$ cat src/core/vmc_pkg.sv
package vmc_pkg;

    // widths of the data paths
    localparam int VMC_SAMPLE_W = 14;
    localparam int VMC_THS_W    = 13;
    localparam int VMC_CNT_W    = 8;
    localparam int VMC_SQ_W     = 2 * VMC_SAMPLE_W + 1;
    localparam int VMC_SUM_W    = VMC_SQ_W + 2;

    // register indices; byte address is four times the index
    localparam logic [7:0] VMC_IDX_INT_SOURCE = 8'h0C;
    localparam logic [7:0] VMC_IDX_CFG        = 8'h5F;
    localparam logic [7:0] VMC_IDX_THS_HI     = 8'h60;
    localparam logic [7:0] VMC_IDX_THS_LO     = 8'h61;
    localparam logic [7:0] VMC_IDX_CNT        = 8'h62;
    localparam logic [7:0] VMC_IDX_INITX_HI   = 8'h63;
    localparam logic [7:0] VMC_IDX_INITX_LO   = 8'h64;
    localparam logic [7:0] VMC_IDX_INITY_HI   = 8'h65;
    localparam logic [7:0] VMC_IDX_INITY_LO   = 8'h66;
    localparam logic [7:0] VMC_IDX_INITZ_HI   = 8'h67;
    localparam logic [7:0] VMC_IDX_INITZ_LO   = 8'h68;

    // field positions
    localparam int VMC_CFG_ELE_BIT    = 6;
    localparam int VMC_CFG_INITM_BIT  = 5;
    localparam int VMC_CFG_UPDM_BIT   = 4;
    localparam int VMC_CFG_EN_BIT     = 3;
    localparam int VMC_THS_DBCNTM_BIT = 7;
    localparam int VMC_INTSRC_VM_BIT  = 1;

    // writable bits of the configuration and threshold-high registers
    localparam logic [7:0] VMC_CFG_MASK    = 8'h78;
    localparam logic [7:0] VMC_THS_HI_MASK = 8'h9F;

    // reset values
    localparam logic [7:0]              VMC_CFG_RST  = 8'h00;
    localparam logic [7:0]              VMC_THS_RST  = 8'h00;
    localparam logic [7:0]              VMC_CNT_RST  = 8'h00;
    localparam logic [VMC_SAMPLE_W-1:0] VMC_INIT_RST = 14'h0000;

    // bus answer
    localparam logic [1:0] VMC_HRESP_OKAY = 2'h0;

    // one three-axis sample or reference
    typedef struct packed {
        logic signed [VMC_SAMPLE_W-1:0] x;
        logic signed [VMC_SAMPLE_W-1:0] y;
        logic signed [VMC_SAMPLE_W-1:0] z;
    } vmc_vec_t;

    // captured bus address phase
    typedef struct packed {
        logic       valid;
        logic       write;
        logic       mapped;
        logic [7:0] idx;
    } vmc_aph_t;

endpackage

$ cat src/core/vmc_axis_sq.sv
`timescale 1ns/10ps
module vmc_axis_sq
    import vmc_pkg::*;
#(
    parameter int W = VMC_SAMPLE_W
) (
    input  wire logic signed [W-1:0] cur_val,
    input  wire logic signed [W-1:0] ref_val,
    output logic             [2*W:0] sq_out
);
    // signed difference, one bit wider than the operands
    logic signed [W:0]       diff;
    // magnitude of the difference
    logic        [W:0]       mag;
    // full product before trimming
    logic        [2*W+1:0]   prod;

    // squared axis difference, no sign needed
    always_comb begin
        diff   = cur_val - ref_val;
        mag    = diff[W] ? (W+1)'(0) - diff : diff;
        prod   = mag * mag;
        sq_out = prod[2*W:0];
    end
endmodule

$ cat src/core/vmc_top.sv
`timescale 1ns/10ps
module vmc_top
    import vmc_pkg::*;
(
    input  wire logic        hclk,
    input  wire logic        hresetn,
    input  wire logic        hsel,
    input  wire logic [31:0] haddr,
    input  wire logic [1:0]  htrans,
    input  wire logic        hwrite,
    input  wire logic [2:0]  hsize,
    input  wire logic [31:0] hwdata,
    input  wire logic        hready,
    output logic             hreadyout,
    output logic      [31:0] hrdata,
    output logic      [1:0]  hresp,
    input  wire logic        sample_strobe,
    input  wire vmc_vec_t    sample_in,
    output logic             vm_event
);
    // bus state
    vmc_aph_t              dph_reg,   dph_next;    // data phase in progress
    logic                  rdone_reg, rdone_next;  // read wait cycle spent
    logic [31:0]           rdat_reg,  rdat_next;   // read data register
    // software registers
    logic [7:0]            cfg_reg,   cfg_next;    // mode bits
    logic [7:0]            thsh_reg,  thsh_next;   // clear mode and threshold high
    logic [7:0]            thsl_reg,  thsl_next;   // threshold low
    logic [7:0]            cnt_lim_reg, cnt_lim_next; // debounce count
    vmc_vec_t              init_reg,  init_next;   // initial reference values
    // detector state
    vmc_vec_t              ref_reg,   ref_next;    // held reference, never read out
    vmc_vec_t              last_reg,  last_next;   // most recent sample
    logic [VMC_CNT_W-1:0]  cnt_reg,   cnt_next;    // debounce counter
    logic                  hit_reg,   hit_next;    // debounced condition
    logic                  latch_reg, latch_next;  // latched event
    logic                  en_d_reg,  en_d_next;   // enable one cycle ago
    logic                  flag_reg,  flag_next;   // event output
    // helper wires
    logic                  wr_en;                  // write data phase
    logic                  rd_go;                  // read data taken this cycle
    logic                  clr;                    // interrupt-source read
    logic                  en_rise;                // function just enabled
    logic                  eval;                   // sample to evaluate
    logic                  above;                  // magnitude above threshold
    logic                  trig;                   // event triggers now
    logic [VMC_THS_W-1:0]  ths_val;                // 13-bit threshold
    logic [2*VMC_THS_W-1:0] ths_sq;                // squared threshold
    logic [VMC_SQ_W-1:0]   sqx, sqy, sqz;          // squared axis distances
    logic [VMC_SUM_W-1:0]  sq_sum;                 // squared magnitude
    logic [7:0]            rd_byte;                // addressed register value

    // one squarer per axis
    vmc_axis_sq u_sqx (.cur_val(sample_in.x), .ref_val(ref_reg.x), .sq_out(sqx));
    vmc_axis_sq u_sqy (.cur_val(sample_in.y), .ref_val(ref_reg.y), .sq_out(sqy));
    vmc_axis_sq u_sqz (.cur_val(sample_in.z), .ref_val(ref_reg.z), .sq_out(sqz));

    // squared comparison avoids a root and decides the same
    assign ths_val = {thsh_reg[4:0], thsl_reg};
    assign ths_sq  = ths_val * ths_val;
    assign sq_sum  = {2'h0, sqx} + {2'h0, sqy} + {2'h0, sqz};
    assign above   = sq_sum > {5'h00, ths_sq};

    // bus strobes; reads take one wait cycle so data is registered
    assign wr_en     = dph_reg.valid && dph_reg.write;
    assign rd_go     = dph_reg.valid && !dph_reg.write && !rdone_reg;
    assign clr       = rd_go && dph_reg.mapped && (dph_reg.idx == VMC_IDX_INT_SOURCE);
    assign hreadyout = !rd_go;
    assign hrdata    = rdat_reg;
    assign hresp     = VMC_HRESP_OKAY;

    // detector qualifiers
    assign en_rise = cfg_reg[VMC_CFG_EN_BIT] && !en_d_reg;
    assign eval    = sample_strobe && cfg_reg[VMC_CFG_EN_BIT] && en_d_reg;
    assign trig    = eval && above && (cnt_reg >= cnt_lim_reg) && !hit_reg;
    assign vm_event = flag_reg;

    // read mux; the held reference has no address
    always_comb begin
        rd_byte = 8'h00;
        if (!dph_reg.mapped) begin
            rd_byte = 8'h00;
        end else if (dph_reg.idx == VMC_IDX_INT_SOURCE) begin
            rd_byte[VMC_INTSRC_VM_BIT] = flag_reg;
        end else if (dph_reg.idx == VMC_IDX_CFG) begin
            rd_byte = cfg_reg & VMC_CFG_MASK;
        end else if (dph_reg.idx == VMC_IDX_THS_HI) begin
            rd_byte = thsh_reg & VMC_THS_HI_MASK;
        end else if (dph_reg.idx == VMC_IDX_THS_LO) begin
            rd_byte = thsl_reg;
        end else if (dph_reg.idx == VMC_IDX_CNT) begin
            rd_byte = cnt_lim_reg;
        end else if (dph_reg.idx == VMC_IDX_INITX_HI) begin
            rd_byte = {2'h0, init_reg.x[13:8]};
        end else if (dph_reg.idx == VMC_IDX_INITX_LO) begin
            rd_byte = init_reg.x[7:0];
        end else if (dph_reg.idx == VMC_IDX_INITY_HI) begin
            rd_byte = {2'h0, init_reg.y[13:8]};
        end else if (dph_reg.idx == VMC_IDX_INITY_LO) begin
            rd_byte = init_reg.y[7:0];
        end else if (dph_reg.idx == VMC_IDX_INITZ_HI) begin
            rd_byte = {2'h0, init_reg.z[13:8]};
        end else if (dph_reg.idx == VMC_IDX_INITZ_LO) begin
            rd_byte = init_reg.z[7:0];
        end
    end

    // next values of bus state and software registers
    always_comb begin
        dph_next     = dph_reg;
        rdone_next   = rdone_reg;
        rdat_next    = rdat_reg;
        cfg_next     = cfg_reg;
        thsh_next    = thsh_reg;
        thsl_next    = thsl_reg;
        cnt_lim_next = cnt_lim_reg;
        init_next    = init_reg;
        // read data loads in the wait cycle
        if (rd_go) begin
            rdat_next  = {24'h000000, rd_byte};
            rdone_next = 1'b1;
        end
        // address phase taken whenever the bus is ready
        if (hready) begin
            dph_next.valid  = hsel && htrans[1];
            dph_next.write  = hwrite;
            dph_next.mapped = (haddr[31:10] == 22'h000000) && (haddr[1:0] == 2'h0);
            dph_next.idx    = haddr[9:2];
            rdone_next      = 1'b0;
        end
        // register writes; unmapped writes are dropped
        if (wr_en && dph_reg.mapped) begin
            if (dph_reg.idx == VMC_IDX_CFG) begin
                cfg_next = hwdata[7:0] & VMC_CFG_MASK;
            end else if (dph_reg.idx == VMC_IDX_THS_HI) begin
                thsh_next = hwdata[7:0] & VMC_THS_HI_MASK;
            end else if (dph_reg.idx == VMC_IDX_THS_LO) begin
                thsl_next = hwdata[7:0];
            end else if (dph_reg.idx == VMC_IDX_CNT) begin
                cnt_lim_next = hwdata[7:0];
            end else if (dph_reg.idx == VMC_IDX_INITX_HI) begin
                init_next.x[13:8] = hwdata[5:0];
            end else if (dph_reg.idx == VMC_IDX_INITX_LO) begin
                init_next.x[7:0] = hwdata[7:0];
            end else if (dph_reg.idx == VMC_IDX_INITY_HI) begin
                init_next.y[13:8] = hwdata[5:0];
            end else if (dph_reg.idx == VMC_IDX_INITY_LO) begin
                init_next.y[7:0] = hwdata[7:0];
            end else if (dph_reg.idx == VMC_IDX_INITZ_HI) begin
                init_next.z[13:8] = hwdata[5:0];
            end else if (dph_reg.idx == VMC_IDX_INITZ_LO) begin
                init_next.z[7:0] = hwdata[7:0];
            end
        end
    end

    // register bus state and software registers
    always_ff @(posedge hclk or negedge hresetn) begin
        if (!hresetn) begin
            dph_reg     <= '0;
            rdone_reg   <= 1'b0;
            rdat_reg    <= 32'h00000000;
            cfg_reg     <= VMC_CFG_RST;
            thsh_reg    <= VMC_THS_RST;
            thsl_reg    <= VMC_THS_RST;
            cnt_lim_reg <= VMC_CNT_RST;
            init_reg    <= {VMC_INIT_RST, VMC_INIT_RST, VMC_INIT_RST};
        end else begin
            dph_reg     <= dph_next;
            rdone_reg   <= rdone_next;
            rdat_reg    <= rdat_next;
            cfg_reg     <= cfg_next;
            thsh_reg    <= thsh_next;
            thsl_reg    <= thsl_next;
            cnt_lim_reg <= cnt_lim_next;
            init_reg    <= init_next;
        end
    end

    // next values of the detector
    always_comb begin
        ref_next   = ref_reg;
        last_next  = sample_strobe ? sample_in : last_reg;
        cnt_next   = cnt_reg;
        hit_next   = hit_reg;
        en_d_next  = cfg_reg[VMC_CFG_EN_BIT];
        // reference source
        if (en_rise) begin
            ref_next = cfg_reg[VMC_CFG_INITM_BIT] ? init_reg : last_reg;
        end else if (cfg_reg[VMC_CFG_EN_BIT] && cfg_reg[VMC_CFG_INITM_BIT]
                     && cfg_reg[VMC_CFG_UPDM_BIT]) begin
            ref_next = init_reg;
        end else if (trig && !cfg_reg[VMC_CFG_UPDM_BIT]) begin
            ref_next = sample_in;
        end
        // debounce counter
        if (!cfg_reg[VMC_CFG_EN_BIT]) begin
            cnt_next = '0;
            hit_next = 1'b0;
        end else if (eval && above) begin
            if (cnt_reg >= cnt_lim_reg) begin
                cnt_next = cnt_lim_reg;
                hit_next = 1'b1;
            end else begin
                cnt_next = cnt_reg + 8'h01;
            end
        end else if (eval) begin
            if (thsh_reg[VMC_THS_DBCNTM_BIT] || cnt_reg == '0) begin
                cnt_next = '0;
            end else begin
                cnt_next = cnt_reg - 8'h01;
            end
            if (thsh_reg[VMC_THS_DBCNTM_BIT] || cnt_reg <= 8'h01) begin
                hit_next = 1'b0;
            end
        end
        // latched copy; a new trigger wins over the clearing read
        latch_next = (latch_reg && !clr) || (trig && cfg_reg[VMC_CFG_ELE_BIT]);
        flag_next  = cfg_reg[VMC_CFG_ELE_BIT] ? latch_next : hit_next;
    end

    // register the detector
    always_ff @(posedge hclk or negedge hresetn) begin
        if (!hresetn) begin
            ref_reg   <= '0;
            last_reg  <= '0;
            cnt_reg   <= '0;
            hit_reg   <= 1'b0;
            latch_reg <= 1'b0;
            en_d_reg  <= 1'b0;
            flag_reg  <= 1'b0;
        end else begin
            ref_reg   <= ref_next;
            last_reg  <= last_next;
            cnt_reg   <= cnt_next;
            hit_reg   <= hit_next;
            latch_reg <= latch_next;
            en_d_reg  <= en_d_next;
            flag_reg  <= flag_next;
        end
    end

    // checks
    property p_trig_cause;
        @(posedge hclk) disable iff (!hresetn)
        trig |-> above && (cnt_reg >= cnt_lim_reg) ##1 hit_reg;
    endproperty
    a_trig_cause: assert property (p_trig_cause) else $error("trigger without cause");

    property p_load_cur;
        @(posedge hclk) disable iff (!hresetn)
        en_rise && !cfg_reg[VMC_CFG_INITM_BIT] |=> ref_reg == $past(last_reg);
    endproperty
    a_load_cur: assert property (p_load_cur) else $error("sample not captured");

    property p_load_init;
        @(posedge hclk) disable iff (!hresetn)
        en_rise && cfg_reg[VMC_CFG_INITM_BIT] |=> ref_reg == $past(init_reg);
    endproperty
    a_load_init: assert property (p_load_init) else $error("init not loaded");

    property p_refresh;
        @(posedge hclk) disable iff (!hresetn)
        trig && !cfg_reg[VMC_CFG_UPDM_BIT] && !en_rise |=> ref_reg == $past(sample_in);
    endproperty
    a_refresh: assert property (p_refresh) else $error("reference not refreshed");

    property p_hold_ref;
        @(posedge hclk) disable iff (!hresetn)
        en_d_reg && cfg_reg[VMC_CFG_EN_BIT] && cfg_reg[VMC_CFG_UPDM_BIT]
            && !cfg_reg[VMC_CFG_INITM_BIT] |=> $stable(ref_reg);
    endproperty
    a_hold_ref: assert property (p_hold_ref) else $error("reference moved");

    property p_live_init;
        @(posedge hclk) disable iff (!hresetn)
        wr_en && cfg_reg[VMC_CFG_EN_BIT] && en_d_reg && cfg_reg[VMC_CFG_INITM_BIT]
            && cfg_reg[VMC_CFG_UPDM_BIT] && cfg_next == cfg_reg ##1 1'b1 |=> ref_reg == $past(init_reg);
    endproperty
    a_live_init: assert property (p_live_init) else $error("live init not applied");

    property p_latched;
        @(posedge hclk) disable iff (!hresetn)
        cfg_reg[VMC_CFG_ELE_BIT] && latch_reg && !clr |=> vm_event;
    endproperty
    a_latched: assert property (p_latched) else $error("latched flag lost");

    property p_realtime;
        @(posedge hclk) disable iff (!hresetn)
        !cfg_reg[VMC_CFG_ELE_BIT] && eval && above && (cnt_reg >= cnt_lim_reg) |=> vm_event;
    endproperty
    a_realtime: assert property (p_realtime) else $error("flag not real time");

    property p_decrement;
        @(posedge hclk) disable iff (!hresetn)
        eval && !above && !thsh_reg[VMC_THS_DBCNTM_BIT] && cnt_reg != '0
            |=> cnt_reg == $past(cnt_reg) - 8'h01;
    endproperty
    a_decrement: assert property (p_decrement) else $error("counter not decremented");

    property p_disabled;
        @(posedge hclk) disable iff (!hresetn)
        !cfg_reg[VMC_CFG_EN_BIT] |=> cnt_reg == '0 && !hit_reg;
    endproperty
    a_disabled: assert property (p_disabled) else $error("active while disabled");

    property p_read_wait;
        @(posedge hclk) disable iff (!hresetn)
        hready && hsel && htrans[1] && !hwrite |=> !hreadyout ##1 hreadyout;
    endproperty
    a_read_wait: assert property (p_read_wait) else $error("read wait wrong");

    c_trig:  cover property (@(posedge hclk) disable iff (!hresetn) trig);
    c_clear: cover property (@(posedge hclk) disable iff (!hresetn) clr && latch_reg);
    c_init:  cover property (@(posedge hclk) disable iff (!hresetn)
                             en_rise && cfg_reg[VMC_CFG_INITM_BIT]);
endmodule

$ cat config.mk
export PLATFORM = sky130hd
export DESIGN_NAME = vmc_top
export DESIGN_NICKNAME = d
export VERILOG_FILES = /design/src/core/vmc_pkg.sv /design/src/core/vmc_axis_sq.sv /design/src/core/vmc_top.sv
export SDC_FILE = /design/constraint.sdc
export NUM_CORES = 2
export LEC_CHECK = 0
export BUFFER_PORTS_ARGS = -buffer_cell sky130_fd_sc_hd__buf_2
export CAP_MARGIN = 5
export CORE_ASPECT_RATIO = 1.25
export CORE_MARGIN = 4
export CORE_UTILIZATION = 40
export CTS_BUF_LIST = sky130_fd_sc_hd__clkbuf_4 sky130_fd_sc_hd__clkbuf_8
export DETAILED_ROUTE_END_ITERATION = 16
export PLACE_DENSITY = 0.54
export SLEW_MARGIN = 20
export SYNTH_ARGS = -nofsm -noshare
export SYNTH_HDL_FRONTEND = slang
export SYNTH_SLANG_ARGS = --single-unit
export TNS_END_PERCENT = 50
$ cat constraint.sdc
create_clock -name hclk -period 15.9 [get_ports hclk]
set_clock_uncertainty 0.1 [all_clocks]
set_input_delay 3.18 -clock hclk [delete_from_list [all_inputs] [get_ports hclk]]
set_output_delay 3.18 -clock hclk [all_outputs]
set_load 0.01 [all_outputs]
==> flow_summary_export.csv <==
group,metric,value,unit
place,portBuffers,98,
run_status,outcome,"complete, no violations",
worst_setup_path,ff2ff_setup_slack,2.93,ns
timing,finalSetupViolations,0,
drt,drtPass1Iterations,8,
worst_setup_path,startpoint_type,"primary input",
yosys,ys_ff_latch,184,
clocking,clockBufferDepth,3,
place,place.gp.congestion,0.8859,
yosys,synth_cell_types,87,
worst_setup_path,required,16.21,ns
clocking,cts_tree,"yes",
global_routing,grt_max_degree,119,
drt,num_vias,28780,
global_routing,grt_use_total,20.91,%
cells_and_area,layout-drive-gt1-share,20.75,%
clocking,numCtsBuffers,25,
cells_and_area,final_nets,5643,
yosys,ys_seq_area_share,12.64,%
yosys,synth_edf_count,0,
drt,drcViolationCount,0,
worst_setup_path,end_kind,"flop",
worst_setup_path,regToRegStartpoint,"ref_reg[28]",
worst_setup_path,critPathKind,"in2reg",
worst_setup_path,arrival,15.74,ns
drt,wire_per_inst,17.44,um
place,dp_hpwl,85590,um
floorplanning,coreArea,0.09018,mm^2
worst_hold_path,min_path_cells,1,
clocking,cts_sinks,184,
worst_setup_path,cpPeakStageDelay,0.54,ns
job,maxCapViolations,0,
cells_and_area,areaGrowthSynthToFinish,18.31,%
timing,tightest_slew,0.9604,ns
drt,drt_iter0_drc,1365,
worst_setup_path,setup.worst_path.end,"ref_reg[31]",
floorplanning,rows,123,
clocking,cts.clk_slew.worst_paths,0.08,ns
floorplanning,fp.dieH,345.4,um
global_routing,gr-total-overflow,0,
worst_setup_path,cp_max_fo,7,
yosys,netlist_area,0.03643,mm^2
timing,relSlewSlack,35.48,%
floorplanning,die-area,0.09599,mm^2
timing,post-route-period-util,97.08,%
timing,period_needed,15.44,ns
yosys,synthFlopType,"dfrtp_1",
clocking,htree_num_levels,4,
yosys,ys_warn_count,0,
drt,ant_nets,0,
timing,report.final.slew_viol_count,0,
timing,fmax,64.78,MHz
global_routing,antenna_found_initial,6,
timing,tns,0,ns
floorplanning,die_w,277.9,um
worst_setup_path,r2r.worst_path.cells,59,
global_routing,grt_pass1_wl,161300,um
yosys,syn_inst,3972,
floorplanning,ios,153,
worst_hold_path,hold_path_class,"reg2reg",
yosys,syn_area_per_cell,9.171,um^2
drt,viasPerCell,5.005,
floorplanning,start_util,40.39,%
yosys,synthArstFlopShare,100.0,%
timing,hold_viol,0,
clocking,insertion_delay,0.55,ns
worst_setup_path,cp-startpoint,"sample_in[28]",
drt,routed_wl,100300,um
worst_setup_path,crit_slowest_cell,"fa_1",
clocking,hold_buffers,0,
clocking,clock_tree.root_cell,"clkbuf_8",
global_routing,grt_pass1_vias,30580,
worst_setup_path,r2r-end,"ref_reg[31]",
cells_and_area,n_fill_cell,8930,
## cells by family after synthesis
group	after synthesis	share of synthesized area [%]
flops	184	12.64
fa+ha+maj	969	44.41
simple gates	921	11.96
mux	167	4.977
compound gates	544	10.26
xor+xnor	216	5.317
buf+inv	969	10.42
other cells	2	0.02062
## synth_stat cells, types with 16 or more instances
library cell / instances / area (um^2)
inv_1: 830 / 3115
fa_1: 540 / 10810
ha_1: 429 / 5368
nor2_1: 288 / 1081
nand2_1: 256 / 960.9
dfrtp_1: 184 / 4604
a21oi_1: 132 / 660.6
xnor2_1: 118 / 1033
mux2_2: 113 / 1272
xor2_1: 92 / 805.8
o21ai_0: 79 / 395.4
a21o_1: 72 / 540.5
clkbuf_1: 70 / 262.8
nor3_1: 70 / 350.3
nand2b_1: 66 / 412.9
and2_1: 61 / 381.6
mux2i_1: 54 / 540.5
nand3_1: 43 / 215.2
a222oi_1: 42 / 420.4
o21a_1: 32 / 240.2
buf_4: 26 / 195.2
o21bai_1: 25 / 187.7
or3_1: 23 / 143.9
a31oi_1: 22 / 137.6
nor2b_1: 19 / 118.9
buf_2: 18 / 90.09
o21ai_1: 18 / 90.09
and3_1: 16 / 100.1
or2_2: 16 / 100.1
## cell usage in the layout, fill, tap and decap left out, types with 19 or more instances in the layout
master and instances:
inv_1 826, fa_1 532, buf_4 520, ha_1 419
nor2_1 280, nand2_1 253, dfrtp_1 184, mux2_2 113
a21oi_1 112, xnor2_1 109, buf_2 97, xor2_1 86
a21o_1 71, o21ai_0 67, nor3_1 67, nand2b_1 63
and2_1 61, conb_1 56, mux2i_1 53, a222oi_1 42
nand3_1 39, o21a_1 32, clkbuf_8 29, o21ai_1 24
o21bai_1 24, or3_1 21, a21oi_2 20, a31oi_1 20
nor2b_1 19
## through the flow
stage | setup slack (ns) | std cells | utilization, % | hold WS, ns | area, um^2
after floorplan | 0.3099 | 4026 | - | 0.2519 | 36630
after global placement | -0.4638 | 5691 | 46.39 | 0.3589 | 41830
after detailed placement | -0.5431 | 5691 | 46.39 | 0.3637 | 41830
after CTS | 0.007685 | 5721 | 46.83 | 0.3953 | 42230
after global routing | -0.05365 | 5748 | 47.78 | 0.4249 | 43090
final | 0.4636 | 5750 | 47.79 | 0.3851 | 43100
## area by class of cell
cell class	count	area (um^2)	share of cell area, %
antenna	3	7.507	0.01742
clock buffer	29	392.9	0.9116
clock inverter	1	5.005	0.01161
inverter	844	3168	7.351
multi-input combinational	2873	28830	66.90
sequential	184	4604	10.68
tap	1187	1485	3.446
timing repair buffer	629	4603	10.68
## worst min path at each step
stage                 startpoint            to  slack, ns
detailed placement     hrdata[1]     hrdata[1]       0.36
finish                 hrdata[1]     hrdata[1]       0.39
CTS                    hrdata[1]     hrdata[1]       0.40
global placement       hrdata[1]     hrdata[1]       0.36
global route        last_reg[31]  last_reg[31]       0.42
floorplan             cfg_reg[3]      en_d_reg       0.25
## repair_timing
item,CTS,global route
endpoints found under the setup margin,0,53
gates resized for setup,0,133
buffers inserted,0,22
## worst max-delay path: cells and delay by family
kind / cells / cell delay [ns]
fa+ha+maj: 12 / 4.83
compound gates: 16 / 2.55
xor+xnor: 4 / 0.59
mux: 1 / 0.12
buf+inv: 15 / 1.71
simple gates: 13 / 2.73
## layer usage
layer  global-route usage [%]  wire [um]  up-vias
met5                        0          0        -
met2                    39.93      53640      454
met4                    6.840       3684        0
li1                         -          -    13870
met3                    1.330       2189      162
met1                    24.82      40750    14290
Power is left out: the tool's default activity adds up to more than one toggle a clock period on the data nets, which glitch-free logic cannot reach.
